--- src/hw/led_pin_pkg.sv ---
/*
  Constants shared by the indicator and reset pin logic.
  Assumes a 125 MHz system clock.
*/
package led_pin_pkg;
  localparam int CLK_MHZ = 125;
  localparam int RESET_MIN_US = 10;
  localparam int RESET_MIN_CYCLES = RESET_MIN_US * CLK_MHZ;
  localparam int BLINK_HALF_MS = 50;
  localparam int BLINK_HALF_CYCLES = BLINK_HALF_MS * 1000 * CLK_MHZ;
  localparam int INIT_SEQ_CYCLES = 16;
  localparam logic [1:0] PIN0_MODE_RESET = 2'h0;
  localparam logic [1:0] PIN1_MODE_RESET = 2'h0;
  localparam logic [1:0] GPIO_OUT_RESET = 2'h0;

  typedef enum logic [1:0] {
    PIN1_TRISTATE = 2'b00,
    PIN1_SPEED = 2'b01,
    PIN1_GPIO = 2'b10,
    PIN1_SIGDET = 2'b11
  } pin1_mode_t;
endpackage

--- src/hw/phy_led_reset_pin_logic.sv ---
/*
  Reset pin qualification and the two indicator pins of a 10/100 PHY.
  Assumes a 125 MHz system clock; link, speed and activity come from the PHY core.
*/
`timescale 1ns/1ps
`default_nettype none
module phy_led_reset_pin_logic #(
  parameter int RESET_MIN_CYCLES = led_pin_pkg::RESET_MIN_CYCLES,
  parameter int BLINK_HALF_CYCLES = led_pin_pkg::BLINK_HALF_CYCLES
) (
  input wire logic i_clk_sys,
  input wire logic i_rst,
  input wire logic i_reset_pin_n,
  input wire logic i_link_up,
  input wire logic i_speed_100,
  input wire logic i_activity_indication,
  input wire logic i_fiber_mode,
  input wire logic i_pin0_mode_wr,
  input wire logic i_pin0_mode_act,
  input wire logic i_pin1_mode_wr,
  input wire logic [1:0] i_pin1_mode,
  input wire logic i_gpio_out_wr,
  input wire logic i_gpio_out,
  input wire logic i_gpio_oe,
  input wire logic i_speed_indicator_pin_in,
  output logic o_link_activity_indicator,
  output logic o_speed_indicator_pin_out,
  output logic o_speed_indicator_pin_oe,
  output logic o_general_purpose_pin_one_in,
  output logic o_signal_detect,
  output logic o_core_reset,
  output logic o_reset_busy,
  output logic o_pin0_act_mode,
  output logic [1:0] o_pin1_mode
);
  // ==========================================================
  // Reset pin qualification
  logic reset_pin_n_level;
  logic pin1_level;
  logic [31:0] low_count;
  logic [7:0] seq_count;
  logic pin_reset_hit;

  // Pin idles high through its pull-up, so the synchroniser resets high
  pin_sync3 #(.RESET_VALUE(1'b1)) u_sync_reset (
    .i_clk_sys(i_clk_sys),
    .i_rst(i_rst),
    .i_pin(i_reset_pin_n),
    .o_level(reset_pin_n_level)
  );

  // Second indicator pad level; read back as GPIO input and signal detect
  pin_sync3 #(.RESET_VALUE(1'b0)) u_sync_pin1 (
    .i_clk_sys(i_clk_sys),
    .i_rst(i_rst),
    .i_pin(i_speed_indicator_pin_in),
    .o_level(pin1_level)
  );

  // Count low time; a pulse shorter than the minimum is ignored
  // Count saturates so a long hold cannot wrap and end the reset early
  always_ff @(posedge i_clk_sys or posedge i_rst) begin
    if (i_rst) begin
      low_count <= 32'h0;
    end else if (reset_pin_n_level) begin
      low_count <= 32'h0;
    end else if (low_count < 32'(RESET_MIN_CYCLES)) begin
      low_count <= low_count + 32'h1;
    end
  end

  assign pin_reset_hit = !reset_pin_n_level && (low_count >= 32'(RESET_MIN_CYCLES - 1));

  // Full reset sequence: held while the pin is low, then a fixed tail
  // Sequence count is loaded at reset so busy stands for the tail length
  always_ff @(posedge i_clk_sys or posedge i_rst) begin
    if (i_rst) begin
      seq_count <= 8'(led_pin_pkg::INIT_SEQ_CYCLES);
    end else if (pin_reset_hit) begin
      seq_count <= 8'(led_pin_pkg::INIT_SEQ_CYCLES);
    end else if (seq_count != 8'h0) begin
      seq_count <= seq_count - 8'h1;
    end
  end

  // Core reset covers the qualified low time plus the busy tail
  assign o_reset_busy = (seq_count != 8'h0);
  assign o_core_reset = pin_reset_hit || o_reset_busy;

  // ==========================================================
  // Function selection
  logic pin0_act;
  logic [1:0] pin1_mode;
  logic gpio_out;
  // Writes take effect on the next edge; pin drivers follow one edge later

  // Link-only or link-plus-activity choice for the first indicator
  always_ff @(posedge i_clk_sys or posedge i_rst) begin
    if (i_rst) begin
      pin0_act <= led_pin_pkg::PIN0_MODE_RESET[0];
    end else if (o_core_reset) begin
      pin0_act <= led_pin_pkg::PIN0_MODE_RESET[0];
    end else if (i_pin0_mode_wr) begin
      pin0_act <= i_pin0_mode_act;
    end
  end

  // Second indicator function; writes are refused while core reset is high
  always_ff @(posedge i_clk_sys or posedge i_rst) begin
    if (i_rst) begin
      pin1_mode <= led_pin_pkg::PIN1_MODE_RESET;
    end else if (o_core_reset) begin
      pin1_mode <= led_pin_pkg::PIN1_MODE_RESET;
    end else if (i_pin1_mode_wr) begin
      pin1_mode <= i_pin1_mode;
    end
  end

  // GPIO output value, only seen on the pad in GPIO function
  always_ff @(posedge i_clk_sys or posedge i_rst) begin
    if (i_rst) begin
      gpio_out <= led_pin_pkg::GPIO_OUT_RESET[0];
    end else if (o_core_reset) begin
      gpio_out <= led_pin_pkg::GPIO_OUT_RESET[0];
    end else if (i_gpio_out_wr) begin
      gpio_out <= i_gpio_out;
    end
  end

  assign o_pin0_act_mode = pin0_act;
  assign o_pin1_mode = pin1_mode;

  // ==========================================================
  // Activity blink
  logic [31:0] blink_count;
  logic blink_phase;
  logic act_pending;

  // Half-period counter; the LED is off in the odd half of each period
  // Activity during a running on half is kept so short bursts still blink; activity in the off half is dropped
  // Link loss or core reset stops blinking at once
  always_ff @(posedge i_clk_sys or posedge i_rst) begin
    if (i_rst) begin
      blink_count <= 32'h0;
      blink_phase <= 1'b0;
      act_pending <= 1'b0;
    end else if (o_core_reset || !i_link_up) begin
      blink_count <= 32'h0;
      blink_phase <= 1'b0;
      act_pending <= 1'b0;
    end else if (blink_count != 32'h0) begin
      blink_count <= blink_count - 32'h1;
      act_pending <= act_pending || i_activity_indication;
    end else if (blink_phase || act_pending || i_activity_indication) begin
      blink_phase <= !blink_phase;
      blink_count <= 32'(BLINK_HALF_CYCLES - 1);
      act_pending <= 1'b0;
    end
  end

  // ==========================================================
  // Pin drivers
  // Fiber mode or the detect function turns the second pin into an input
  logic fiber_sd;
  assign fiber_sd = i_fiber_mode || (pin1_mode == led_pin_pkg::PIN1_SIGDET);

  // First indicator, registered so the pad never glitches
  always_ff @(posedge i_clk_sys or posedge i_rst) begin
    if (i_rst) begin
      o_link_activity_indicator <= 1'b0;
    end else if (o_core_reset) begin
      o_link_activity_indicator <= 1'b0;
    end else if (pin0_act) begin
      o_link_activity_indicator <= i_link_up && !blink_phase;
    end else begin
      o_link_activity_indicator <= i_link_up;
    end
  end

  // Second indicator pad driver; output enable high while driving
  always_ff @(posedge i_clk_sys or posedge i_rst) begin
    if (i_rst) begin
      o_speed_indicator_pin_out <= 1'b0;
      o_speed_indicator_pin_oe <= 1'b0;
    end else if (o_core_reset || fiber_sd) begin
      o_speed_indicator_pin_out <= 1'b0;
      o_speed_indicator_pin_oe <= 1'b0;
    end else begin
      case (pin1_mode)
        led_pin_pkg::PIN1_SPEED: begin
          o_speed_indicator_pin_out <= i_link_up && i_speed_100;
          o_speed_indicator_pin_oe <= 1'b1;
        end
        led_pin_pkg::PIN1_GPIO: begin
          o_speed_indicator_pin_out <= gpio_out;
          o_speed_indicator_pin_oe <= i_gpio_oe;
        end
        default: begin
          o_speed_indicator_pin_out <= 1'b0;
          o_speed_indicator_pin_oe <= 1'b0;
        end
      endcase
    end
  end

  // Pad readback through the synchroniser
  assign o_general_purpose_pin_one_in = pin1_level;
  assign o_signal_detect = fiber_sd && pin1_level;
endmodule
`default_nettype wire

--- src/hw/pin_sync3.sv ---
/*
  Three-stage synchroniser with agreement filter for one pin level.
  Assumes the input is asynchronous to i_clk_sys.
*/
`timescale 1ns/1ps
`default_nettype none
module pin_sync3 #(
  parameter logic RESET_VALUE = 1'b0
) (
  input wire logic i_clk_sys,
  input wire logic i_rst,
  input wire logic i_pin,
  output logic o_level
);
  logic s1;
  logic s2;
  logic s3;

  always_ff @(posedge i_clk_sys or posedge i_rst) begin
    if (i_rst) begin
      s1 <= RESET_VALUE;
      s2 <= RESET_VALUE;
      s3 <= RESET_VALUE;
    end else begin
      s1 <= i_pin;
      s2 <= s1;
      s3 <= s2;
    end
  end

  always_ff @(posedge i_clk_sys or posedge i_rst) begin
    if (i_rst) begin
      o_level <= RESET_VALUE;
    end else if (s2 == s3) begin
      o_level <= s3;
    end
  end
endmodule
`default_nettype wire

--- config.mk ---
export PLATFORM = sky130hd
export DESIGN_NAME = phy_led_reset_pin_logic
export DESIGN_NICKNAME = d
export VERILOG_FILES = /design/src/hw/led_pin_pkg.sv /design/src/hw/phy_led_reset_pin_logic.sv /design/src/hw/pin_sync3.sv
export SDC_FILE = /design/constraint.sdc
export NUM_CORES = 1
export LEC_CHECK = 0
export ABC_AREA = 1
export BUFFER_PORTS_ARGS = -buffer_cell sky130_fd_sc_hd__buf_4
export CAP_MARGIN = 20
export CORE_MARGIN = 5
export CORE_UTILIZATION = 40
export CTS_CLUSTER_DIAMETER = 40
export DETAILED_ROUTE_END_ITERATION = 8
export PLACE_DENSITY_LB_ADDON = 0.25
export SETUP_SLACK_MARGIN = 0.5
export SLEW_MARGIN = 20
export SYNTH_ARGS = -nofsm -noshare
export SYNTH_HDL_FRONTEND = slang
export SYNTH_SLANG_ARGS = --single-unit
--- constraint.sdc ---
create_clock -name i_clk_sys -period 6 [get_ports i_clk_sys]
set_input_delay 1.2 -clock i_clk_sys [delete_from_list [all_inputs] [get_ports i_clk_sys]]
set_output_delay 1.2 -clock i_clk_sys [all_outputs]
set_load 0.03 [all_outputs]
---- After elaboration in Yosys (flattened, before gate mapping) ----
Index checks and enable logic that the tools add are counted.
Widths: inputs -> output; s select.
word-level totals
  register bits after elaboration ......... 89
  input port bits ......................... 16
  output and inout port bits .............. 10
  word-level logic and storage cells ...... 79
cells by class
  add/sub/neg operators ................... 3
  $lt $le $gt $ge ......................... 2
  equal/unequal tests ..................... 6
  mux-type cells .......................... 25
  reductions and logical operators ........ 24
operator list
  operator               number
  $mux 32                5
  $add 32x1->32 const B  1
  $ge 32x11->1 const B   1
  $lt 32x11->1 const B   1
  $reduce_bool 32->1     1
  $sub 32x1->32 const B  1
  $mux 8                 2
  $mux 1                 14
  $reduce_bool 2->1      6
  $reduce_bool 8->1      1
  $sub 8x1->8 const B    1
  $logic_or 1x1->1       7
  $eq 2x2->1 const B     2
  $logic_and 1x1->1      4
  $mux 2                 2
  $pmux 1 s2             2
  $logic_not 1->1        3
  $reduce_bool 3->1      1
  $eq 1x1->1             2
  $eq 2x1->1 const B     1
  $ne 2x2->1 const B     1
  $reduce_and 2->1       1

---- Depth between registers and ports, before layout ----
Gate-level depths: netlist of the first run.
  word-level depth ........................ 6
  depth in mapped cells ................... 15
  depth with buffers taken out ............ 15

---- Cells and area by module ----
A second synthesis of the first run with hierarchy kept.
unflattened totals
  cell total of the unflattened synthesis .. 567
  area, all modules ....................... 4599.4 um^2
modules (own cells, without submodules)
  module                     times used  cells an instance  area each (um^2)  sequential area each (um^2)
  phy_led_reset_pin_logic    1           549                4354.2            2028.2
  pin_sync3 at u_sync_reset  1           9                  125.1             105.1
  pin_sync3 at u_sync_pin1   1           9                  120.1             100.1

---- Least setup slack after synthesis of the first run ----
OpenSTA, ideal clock, no wires.
  kind .................................... input to output
  start ................................... in i_fiber_mode
  end ..................................... out o_signal_detect
  arrival time ............................ 1.462 ns
  data required time ...................... 4.800 ns
  path slack .............................. 3.338 ns
  cell stages on the path ................. 1
  buffers on the path ..................... 0
  cell sequence ........................... o21a_1
between the ends
  word-level cells in the longest chain between the ends .. 2
ends and longest elaborated chain
  element            line                            text
  from (decl)        phy_led_reset_pin_logic.sv:17   input wire logic i_fiber_mode,
  $logic_or 1x1->1   phy_led_reset_pin_logic.sv:165  assign fiber_sd = i_fiber_mode || (pin1_mode == led_pin_pkg::PIN1_SIGDET);
  $logic_and 1x1->1  phy_led_reset_pin_logic.sv:208  assign o_signal_detect = fiber_sd && pin1_level;
  to (decl)          phy_led_reset_pin_logic.sv:30   output logic o_signal_detect,
No other way between the ends.

---- Worst setup path after layout of the first run ----
  start ................................... reg seq_count[0]
  end ..................................... out o_core_reset
between the ends
  word-level cells in the longest chain between the ends .. 2
ends and longest elaborated chain
  element                 line                           text
  from (decl)             phy_led_reset_pin_logic.sv:41  logic [7:0] seq_count;
  from (signal assigned)  phy_led_reset_pin_logic.sv:78  seq_count <= 8'(led_pin_pkg::INIT_SEQ_CYCLES);
  from (signal assigned)  phy_led_reset_pin_logic.sv:80  seq_count <= 8'(led_pin_pkg::INIT_SEQ_CYCLES);
  from (signal assigned)  phy_led_reset_pin_logic.sv:82  seq_count <= seq_count - 8'h1;
  $reduce_bool 8->1       phy_led_reset_pin_logic.sv:87  assign o_reset_busy = (seq_count != 8'h0);
  $logic_or 1x1->1        phy_led_reset_pin_logic.sv:88  assign o_core_reset = pin_reset_hit || o_reset_busy;
  to (decl)               phy_led_reset_pin_logic.sv:31  output logic o_core_reset,
No other way between the ends.

==> results.yml, run 1 <==
floorplan:
  die-height_um: 117
  ios: 26
  dieWidth_um: 117
  rows: 39
  die-area_um2: 13600
  coreArea_um2: 11300
  start_util_pct: 40.4
worst_setup_path:
  path_cells: "inv_1, ha_1, inv_1, nor3_4, nand3b_4, inv_2, nand2_4, buf_4"
  path_buf_inv: 4
  cpPeakStageDelay_ns: 0.37
  path_class: "register to output port"
  crit_path_max_fanout: 7
  cp_top_family: "buffers and inverters"
  critPathRequiredTime_ns: 4.80
  cpMostUsedCell: "inv_1"
  end_kind: "output port"
  worstPathArrival_ns: 1.95
  r2r_slack_ns: 3.80
  slowest_stage: "dfrtp_1"
  start_kind: "register"
sta:
  fmax_ghz: 0.317
  min_period_over_period_pct: 52.5
  tns_ns: 0
  finalSetupViolCount: 0
  finalWorstPathRequiredPeriod_ns: 3.15
  tightestPinTransition_ns: 0.665
  hold_viol: 0
  slew_headroom_pct: 55.6
  clock_skew_ns: 0.00600
  finalMaxSlewViolations: 0
  rsz0062_at_grt: "false"
hold_path:
  hold_class: "register to register"
route:
  firstDrtPassIters: 4
  ant_nets: 0
  route.detailed.drc: 0
  vias: 3455
  wirelength_um: 8670
  avgRoutedWirePerCell_um: 11.8
  drtIter0Drc: 215
  vias_per_cell: 4.72
synthesis:
  syn_area_per_cell_um2: 8.25
  synth_fp_nets: 577
  dominantRegCellSynth: "dfrtp_1"
  synth_seq_cells: 89
  synth_async_sr_flop_share_pct: 100
  syn-instance-count: 552
  ys_warn_count: 0
  synth_cell_type_count: 42
  synthesis.area_um2: 4550
  ys_seq_area_share_pct: 49.0
  synth_edf_count: 0
clock_network:
  cts_tree: "yes"
  ctsHoldBuffers: 0
  root_buffer: "clkbuf_16"
  clk_pin_slew_ns: 0.06
  cts_inserted_buffers: 9
  cts-resized-gates: 0
  post_cts_buffers: 0
  htree_levels: 3
  cts_sinks: 89
  cts_buffer_depth: 2
  clock_latency_ns: 0.34
power_and_ir_drop:
  irDropWorstVdd_v: 0.000298
  pwr_density_cell_nw_per_um2: 437
  leakagePower_nw: 2.64
  report.power.total_w: 0.00227
grt:
  grt_pass1_wl_um: 15300
  antenna_found_initial: 0
  grt_max_degree: 52
  overflow: 0
  grtUsageTotal_pct: 13.9
  grt_pass1_vias: 3522
status:
  status: "completed"
final_layout:
  nNetsFinal: 609
  drive_above_1_share_pct: 15.6
  layout-area-overhead-vs-synth_pct: 14.1
  antennaDiodeCount: 0
place:
  hpwl_um: 6200
  gp_congestion: 0.817
  portBuffers: 25
job:
  drv_cap: 0
Yosys cell counts, types with 2 or more instances:
| library cell | instances | area [um^2] |
|---|---|---|
| ha_1 | 9 | 113 |
| nand2_2 | 6 | 37.5 |
| a21oi_4 | 2 | 32.5 |
| maj3_1 | 2 | 20.0 |
| inv_1 | 92 | 345 |
| nor3_2 | 2 | 20.0 |
| or2_2 | 2 | 12.5 |
| nor3_1 | 23 | 115 |
| nor2_4 | 5 | 56.3 |
| a31oi_1 | 3 | 18.8 |
| nor3b_1 | 3 | 22.5 |
| nand4_1 | 9 | 56.3 |
| nor3_4 | 2 | 32.5 |
| nand3_1 | 29 | 145 |
| inv_2 | 3 | 11.3 |
| nor2_1 | 100 | 375 |
| dfstp_2 | 5 | 131 |
| o21ai_0 | 16 | 80.1 |
| inv_4 | 2 | 12.5 |
| nand2_1 | 84 | 315 |
| nand2_4 | 2 | 22.5 |
| mux2i_1 | 2 | 20.0 |
| xor2_1 | 10 | 87.6 |
| nor2_2 | 16 | 100 |
| dfrtp_1 | 84 | 2100 |
| a211oi_1 | 2 | 15.0 |
| o21a_1 | 2 | 15.0 |
| a21oi_1 | 21 | 105 |
layout by cell type, fill, tap and decap left out, types with 2 or more instances in the layout:
master,instances
a211oi_1,2
a21oi_1,21
a21oi_4,2
a31oi_1,3
buf_4,26
clkbuf_16,9
clkinv_2,2
clkinv_4,2
clkinvlp_4,2
dfrtp_1,84
dfstp_2,5
ha_1,9
inv_1,91
inv_2,3
inv_4,2
maj3_1,2
mux2i_1,2
nand2_1,84
nand2_2,6
nand2_4,2
nand3_1,29
nand4_1,9
nor2_1,100
nor2_2,16
nor2_4,5
nor3_1,23
nor3_2,2
nor3_4,2
nor3b_1,3
o21a_1,2
o21ai_0,16
or2_2,2
xor2_1,10
area by class of cell:
| cell class | count | area (um^2) |
|---|---|---|
| clock inverter | 6 | 67.6 |
| fill | 1057 | 6070 |
| tap | 143 | 179 |
| clock buffer | 10 | 239 |
| multi-input combinational | 361 | 1910 |
| inverter | 97 | 370 |
| timing repair buffer | 26 | 195 |
| sequential | 89 | 2230 |
state kept, by name (all words and copies together), names as in the netlist, 2 cells and up:
signal,flops
o_pin1_mode,2
blink_count,32
seq_count,8
low_count,32
metal layers:
layer	part of all wire [%]	track usage, %	wire length (um)
met1	46	17.3	4020
met2	49	23.2	4280
met3	2.9	3.37	250
met4	1.3	5.73	116
met5	0	0	0
final timing paths:
path / from / endpoint / cells after the start
min in group asynchronous: i_rst / seq_count[5]$_DFFE_PP0P_ / 2
max in group asynchronous: i_rst / blink_count[12]$_DFFE_PP0P_ / 3
worst max-delay path: seq_count[0]$_DFFE_PP0P_ / o_core_reset / 8
worst min register to register: u_sync_pin1.s1$_DFF_PP0_ / u_sync_pin1.s2$_DFF_PP0_ / 0
worst min-delay path: u_sync_pin1.s1$_DFF_PP0_ / u_sync_pin1.s2$_DFF_PP0_ / 0
worst max register to register: seq_count[0]$_DFFE_PP0P_ / blink_count[28]$_DFFE_PP0P_ / 12
report_power, final:
group	leakage (nW)	switching, W	internal [W]
clock	0.145	0.000231	0.000334
sequential	1.19	0.0000848	0.000702
combinational	1.30	0.000597	0.000323
logic make-up (layout without fill, tap and decap cells):
logic type / count (synthesis) / count (layout) / synth area share, %
multiplexers: 2 / 2 / 0.440
XOR/XNOR: 11 / 11 / 2.12
adder cells (fa/ha/maj): 11 / 11 / 2.91
AO/OA/AOI/OAI: 50 / 50 / 6.57
flip-flops: 89 / 89 / 49.0
AND/OR/NAND/NOR: 287 / 287 / 30.0
buffers and inverters: 102 / 139 / 8.96
worst register-to-register path: cells and delay by family, from the launching register on:
family	cells	cell delay (ns)
adders and majority gates	1	0.18
buffers and inverters	3	0.36
DFF	1	0.37
and+or+nand+nor	8	1.24
through the flow:
stage | worst slack, ns | hold slack, ns | util (%) | std cells | cell area [um^2]
finish | 2.85 | 0.353 | 46.1 | 732 | 5200
global route | 2.66 | 0.363 | 46.1 | 732 | 5200
CTS | 2.84 | 0.355 | 46.1 | 732 | 5200
floorplan | 2.50 | 0.331 | - | 552 | 4550
detailed placement | 3.17 | 0.341 | 43.4 | 716 | 4890
global placement | 3.17 | 0.347 | 43.4 | 716 | 4890
No activity file was read; power rests on OpenSTA's default activity.
==> run 2: changes to the inputs <==
Settings changed: ABC_AREA 1 to 0.
Clock period 6 ns to 3.1 ns, I/O delays scaled along.
==> run 2 against run 1 <==
Synthesized cell count decreased by 31%. Utilization up 2.5 points. First-iteration DRC count decreased by 56%. Critical path depth fell by 1. Clock skew increased by 0.0045 ns. Highest routed layer unchanged. Non-clock buffer count is 20 higher. Die area is 8.9% lower.
==> results.yml, run 2 <==
final_layout:
  antennaDiodeCount: 0
  top_regs: "blink_count: 32 flops, low_count: 32 flops, seq_count: 8 flops"
  layout-area-overhead-vs-synth_pct: 20.5
  final_cell_mix: "84 x dfrtp_1, 42 x nor2_1, 42 x buf_4"
  nNetsFinal: 450
  drive_above_1_share_pct: 22.3
  fillers: 949
  final_common_cell: "dfrtp_1"
  multi_input_area_um2: 1900
  seqCellArea_um2: 2230
  fin_util_pct: 48.6
synthesis:
  synth.most_common_cell: "dfrtp_1"
  ys_warn_count: 0
  synth_edf_count: 0
  synth_common_cells: "84 x dfrtp_1, 42 x nor2_1, 29 x a21oi_1, 23 x nor2b_1, 17 x xnor2_1"
  synth_async_sr_flop_share_pct: 100
  dominantRegCellSynth: "dfrtp_1"
  synth_fp_nets: 407
  syn-instance-count: 382
  synth_top_area_share_pct: 51.1
  synth_cell_type_count: 54
  ys_seq_area_share_pct: 54.3
  synthesis.area_um2: 4110
  synth_seq_cells: 89
  synthTopCellsByArea: "dfrtp_1 51%, nor2_1 3.8%, xnor2_1 3.6%, a21oi_1 3.5%, nor2b_1 3.5%"
  syn_area_per_cell_um2: 10.8
  synth_top_area_cell: "dfrtp_1"
sta:
  slew_headroom_pct: 51.1
  fmax_ghz: 0.391
  rsz0062_at_grt: "true"
  finalWorstPathRequiredPeriod_ns: 2.56
  tns_ns: 0
  finalSetupViolCount: 0
  tightestPinTransition_ns: 0.732
  clock_skew_ns: 0.0105
  hold_viol: 0
  min_period_over_period_pct: 82.4
  finalMaxSlewViolations: 0
route:
  vias_per_cell: 5.06
  route.detailed.drc: 0
  drtIter0Drc: 94
  vias: 2862
  firstDrtPassIters: 4
  wirelength_um: 7920
  ant_nets: 0
  avgRoutedWirePerCell_um: 14.0
floorplan:
  dieWidth_um: 111
  ios: 26
  start_util_pct: 40.4
  die-height_um: 111
  coreArea_um2: 10200
  rows: 37
  die-area_um2: 12400
worst_setup_path:
  reg2regPathDepth: 7
  path_class: "register to output port"
  cpPeakStageDelay_ns: 0.49
  r2r_slack_ns: 0.63
  crit_path_max_fanout: 4
  path_cells: "inv_2, ha_4, or4b_4, nor2b_4, buf_4, o21ai_4, buf_6"
  r2r_start: "low_count[20]$_DFFE_PP0P_"
  path_depth: 7
  slowest_stage: "or4b_4"
  worstPathArrival_ns: 1.94
  path_buf_inv: 3
  cp_top_family: "simple AND/OR/NAND/NOR gates"
  crit_end: "o_core_reset"
  start_kind: "register"
  worstReg2RegEnd: "low_count[9]$_DFFE_PP0P_"
  end_kind: "output port"
  worstSetupStartpoint: "seq_count[1]$_DFFE_PP0P_"
  critPathRequiredTime_ns: 2.48
clock_network:
  cts_inserted_buffers: 9
  cts_tree: "yes"
  cts_sinks: 89
  htree_levels: 3
  clk_pin_slew_ns: 0.09
  root_buffer: "clkbuf_8"
  cts_buffer_depth: 2
  ctsHoldBuffers: 0
  clock_latency_ns: 0.36
place:
  gp_congestion: 0.729
  hpwl_um: 5320
  portBuffers: 25
grt:
  antenna_found_initial: 0
  grtUsageTotal_pct: 13.4
  grt_max_degree: 39
  overflow: 0
  grt_pass1_wl_um: 13700
  grt_pass1_vias: 2802
job:
  drv_cap: 0
power_and_ir_drop:
  pwr_density_cell_nw_per_um2: 783
  leakagePower_nw: 2.21
  irDropWorstVdd_v: 0.000338
status:
  status: "completed"
hold_path:
  hold_class: "register to register"
  hold_start: "u_sync_reset.s1$_DFF_PP1_"
[run 2: cell count changes after synthesis, sizes merged, moves of 12 or more]
cell | before | now
inv | 97 | 14
nor2 | 122 | 42
nand2 | 92 | 14
nand3 | 29 | 6
nor2b | 0 | 23
xnor2 | 1 | 17
nor4 | 1 | 14
or3 | 0 | 13
nor3 | 27 | 15
[run 2: logic make-up after synthesis]
| family | synth area share (%) |
|---|---|
| simple gates | 23.6 |
| flops | 54.3 |
| compound gates | 8.31 |
| xor+xnor | 6.18 |
| buf+inv | 2.86 |
| fa+ha+maj | 3.23 |
| mux | 1.46 |
[run 2: how the worst min path moves through the flow]
stage | end | slack (ns) | depth (start not counted)
after CTS | u_sync_reset.s1$_DFF_PP1_ | 0.34 | 1
final | u_sync_reset.s2$_DFF_PP1_ | 0.36 | 0
after global placement | u_sync_pin1.s2$_DFF_PP0_ | 0.34 | 0
after global routing | u_sync_reset.s1$_DFF_PP1_ | 0.33 | 1
after floorplan | u_sync_pin1.s2$_DFF_PP0_ | 0.33 | 0
after detailed placement | u_sync_pin1.s2$_DFF_PP0_ | 0.34 | 0
[run 2: report_power, final]
group,switching [W],internal (W),total (W),leakage [nW]
clock,0.000402,0.000478,0.000880,0.107
combinational,0.000833,0.000617,0.00145,0.917
sequential,0.000193,0.00136,0.00155,1.19
total,0.00143,0.00245,0.00388,2.21
[run 2: timing repair]
item	4_1_cts	5_1_grt
gates resized for setup	17	12
endpoints found under the hold margin	0	0
gates cloned	0	0
endpoints found under the setup margin	9	20
pin swaps	3	6
setup buffers	7	6
[run 2: stage by stage]
stage | setup slack (ns) | instance area, um^2 | hold slack [ns] | instances | power, W
finish | 0.545 | 4950 | 0.358 | 566 | 0.00388
CTS | 0.472 | 4830 | 0.338 | 560 | 0.00390
floorplan | 0.668 | 4110 | 0.331 | 382 | 0.00273
global route | 0.434 | 4950 | 0.328 | 566 | 0.00418
global placement | 0.530 | 4480 | 0.343 | 537 | 0.00296
detailed placement | 0.432 | 4480 | 0.342 | 537 | 0.00299
[run 2: area by class of cell]
type | count | area share [%]
sequential | 89 | 45.1
multi-input combinational | 265 | 38.4
timing repair buffer | 46 | 7.45
tap | 136 | 3.44
clock buffer | 12 | 2.93
clock inverter | 4 | 1.54
inverter | 14 | 1.19
[run 2: layer usage]
metal  global-route usage [%]  share of wire (%)  vias up
li1                         -                  -     1439
met1                     17.7                 47     1380
met2                     21.4                 50       39
met3                     4.62                3.1        4
met4                     2.84               0.53        0
met5                        0                  0        -
[run 2: worst reg2reg max path, cell delays in order, from the launching register on]
cell and delay, ns:
dfrtp_1 0.42, nor4_4 0.29, nand4b_1 0.18, buf_4 0.17
buf_4 0.13, or4_1 0.67, or3_1 0.40, a21oi_1 0.15
==> run 3: changes to the inputs <==
Settings changed: ABC_AREA 0 to 1.
Clock period 3.1 ns to 2.3 ns, I/O delays scaled along.
==> run 3 against run 2 <==
First-iteration DRC count up 140%. Largest cell class is now multi-input combinational cells. Setup slack got worse by 0.32 ns. Highest routed layer unchanged. Total power grew 76%. Global-route usage is 2.7 points higher. Critical path depth unchanged. Sequential cell count stayed put. Worst hold slack worse by 0.13 ns. Wire length rose by 32%. Die area grew 9.8%.
==> results.yml, run 3 (synthesis results as in run 1) <==
final_layout:
  nNetsFinal: 666
  fin_util_pct: 54.1
  final_common_cell: "dfrtp_1"
  antennaDiodeCount: 0
  final_area_um2: 6100
  drive_above_1_share_pct: 33.0
  layout-area-overhead-vs-synth_pct: 34.0
  top_regs: "blink_count: 32 flops, low_count: 32 flops, seq_count: 8 flops"
  final_cell_mix: "84 x dfrtp_1, 83 x inv_1, 78 x nor2_1"
job:
  drv_cap: 0
route:
  drtIter0Drc: 221
  ant_nets: 0
  avgRoutedWirePerCell_um: 13.2
  vias: 3832
  vias_per_cell: 4.86
  firstDrtPassIters: 4
  wirelength_um: 10400
  route.detailed.drc: 0
clock_network:
  clock_latency_ns: 0.33
  ctsHoldBuffers: 0
  htree_levels: 3
  clk_pin_slew_ns: 0.06
  cts_tree: "yes"
  cts_sinks: 89
  root_buffer: "clkbuf_16"
  cts_buffer_depth: 2
  cts_inserted_buffers: 9
sta:
  fmax_ghz: 0.481
  clock_skew_ns: 0.00552
  worst_slack_ns: 0.221
  finalSetupViolCount: 0
  slew_headroom_pct: 59.6
  tightestPinTransition_ns: 0.601
  rsz0062_at_grt: "true"
  finalWorstPathRequiredPeriod_ns: 2.08
  whs_ns: 0.229
  tns_ns: 0
  finalMaxSlewViolations: 0
  hold_viol: 0
  min_period_over_period_pct: 90.4
worst_setup_path:
  path_class: "register to output port"
  start_kind: "register"
  crit_path_max_fanout: 3
  end_kind: "output port"
  reg2regPathDepth: 12
  critPathRequiredTime_ns: 1.84
  worstPathArrival_ns: 1.62
grt:
  grt_max_degree: 90
  grt_pass1_vias: 3833
  overflow: 0
  antenna_found_initial: 0
  grtUsageTotal_pct: 16.1
  grt_pass1_wl_um: 17500
power_and_ir_drop:
  irDropWorstVdd_v: 0.000897
  pwr_density_cell_nw_per_um2: 1120
  leakagePower_nw: 2.99
place:
  gp_congestion: 0.857
  dpl_worst_slack_ns: 0.299
  post_dp_cell_area_um2: 4950
  portBuffers: 25
  hpwl_um: 6490
floorplan:
  ios: 26
  die-area_um2: 13600
  dieWidth_um: 117
  coreArea_um2: 11300
  start_util_pct: 40.4
  die-height_um: 117
  rows: 39
status:
  status: "completed"
hold_path:
  hold_path_depth: 1
  hold_class: "input pin to register"
[run 3: changes by cell type in the layout (fill, tap and decap cells not counted), sizes merged, moves of 6 or more]
cell   change
nor2b     -23
or4        -9
nor4      -13
a21oi      -6
o21ai      +7
nand3     +23
nor3      +12
nand2     +79
inv       +84
xnor2     -16
nor2      +80
or3       -13
buf       +35
[run 3: metal layers]
metal | wire, um | vias up | global-route usage, %
met3 | 242 | 10 | 3.58
met2 | 5430 | 47 | 27.6
li1 | - | 1910 | -
met4 | 105 | 0 | 4.82
met5 | 0 | - | 0
met1 | 4640 | 1865 | 20.3
[run 3: worst paths after layout]
path	startpoint	end	slack [ns]
max	seq_count[3]$_DFFE_PP0P_	o_core_reset	0.22
min	i_reset_pin_n	u_sync_reset.s1$_DFF_PP1_	0.23
max reg2reg	seq_count[3]$_DFFE_PP0P_	blink_count[9]$_DFFE_PP0P_	0.26
min reg2reg	u_sync_pin1.s1$_DFF_PP0_	u_sync_pin1.s2$_DFF_PP0_	0.35
max in group asynchronous	i_rst	u_sync_reset.s2$_DFF_PP1_	1.67
min in group asynchronous	i_rst	seq_count[5]$_DFFE_PP0P_	0.24
[run 3: layout make-up]
cell class | instances | area, um^2
fillers | 988 | 5170
flip-flops and latches | 89 | 2230
clock buffers | 12 | 246
well taps | 143 | 179
inverters | 97 | 388
clock inverters | 4 | 51.3
repair inverters | 1 | 11.3
repair buffers | 81 | 697
multi-input cells | 362 | 2300
[run 3: metrics by stage]
stage	instances	power (W)
finish	789	0.00683
global route	789	0.00735
CTS	768	0.00637
detailed placement	720	0.00451
global placement	720	0.00446
floorplan	552	0.00401
[run 3: critical path, cell delays in order (launching register included)]
cell	delay, ns
dfrtp_1	0.40
nor2_2	0.14
nand2_2	0.10
nor3_4	0.24
nand3b_4	0.13
clkinv_4	0.09
nand2_8	0.05
buf_6	0.13
[run 3: timing repair]
item | CTS | global route
pin swaps | 17 | 30
setup buffers | 30 | 21
gates cloned | 2 | 0
gates resized for setup | 63 | 65
endpoints found under the setup margin | 37 | 52
[run 3: power by group]
| group | internal, W | switching, W |
|---|---|---|
| registers | 0.00183 | 0.000229 |
| logic | 0.00127 | 0.00202 |
| clock network | 0.000875 | 0.000607 |
| total | 0.00397 | 0.00285 |
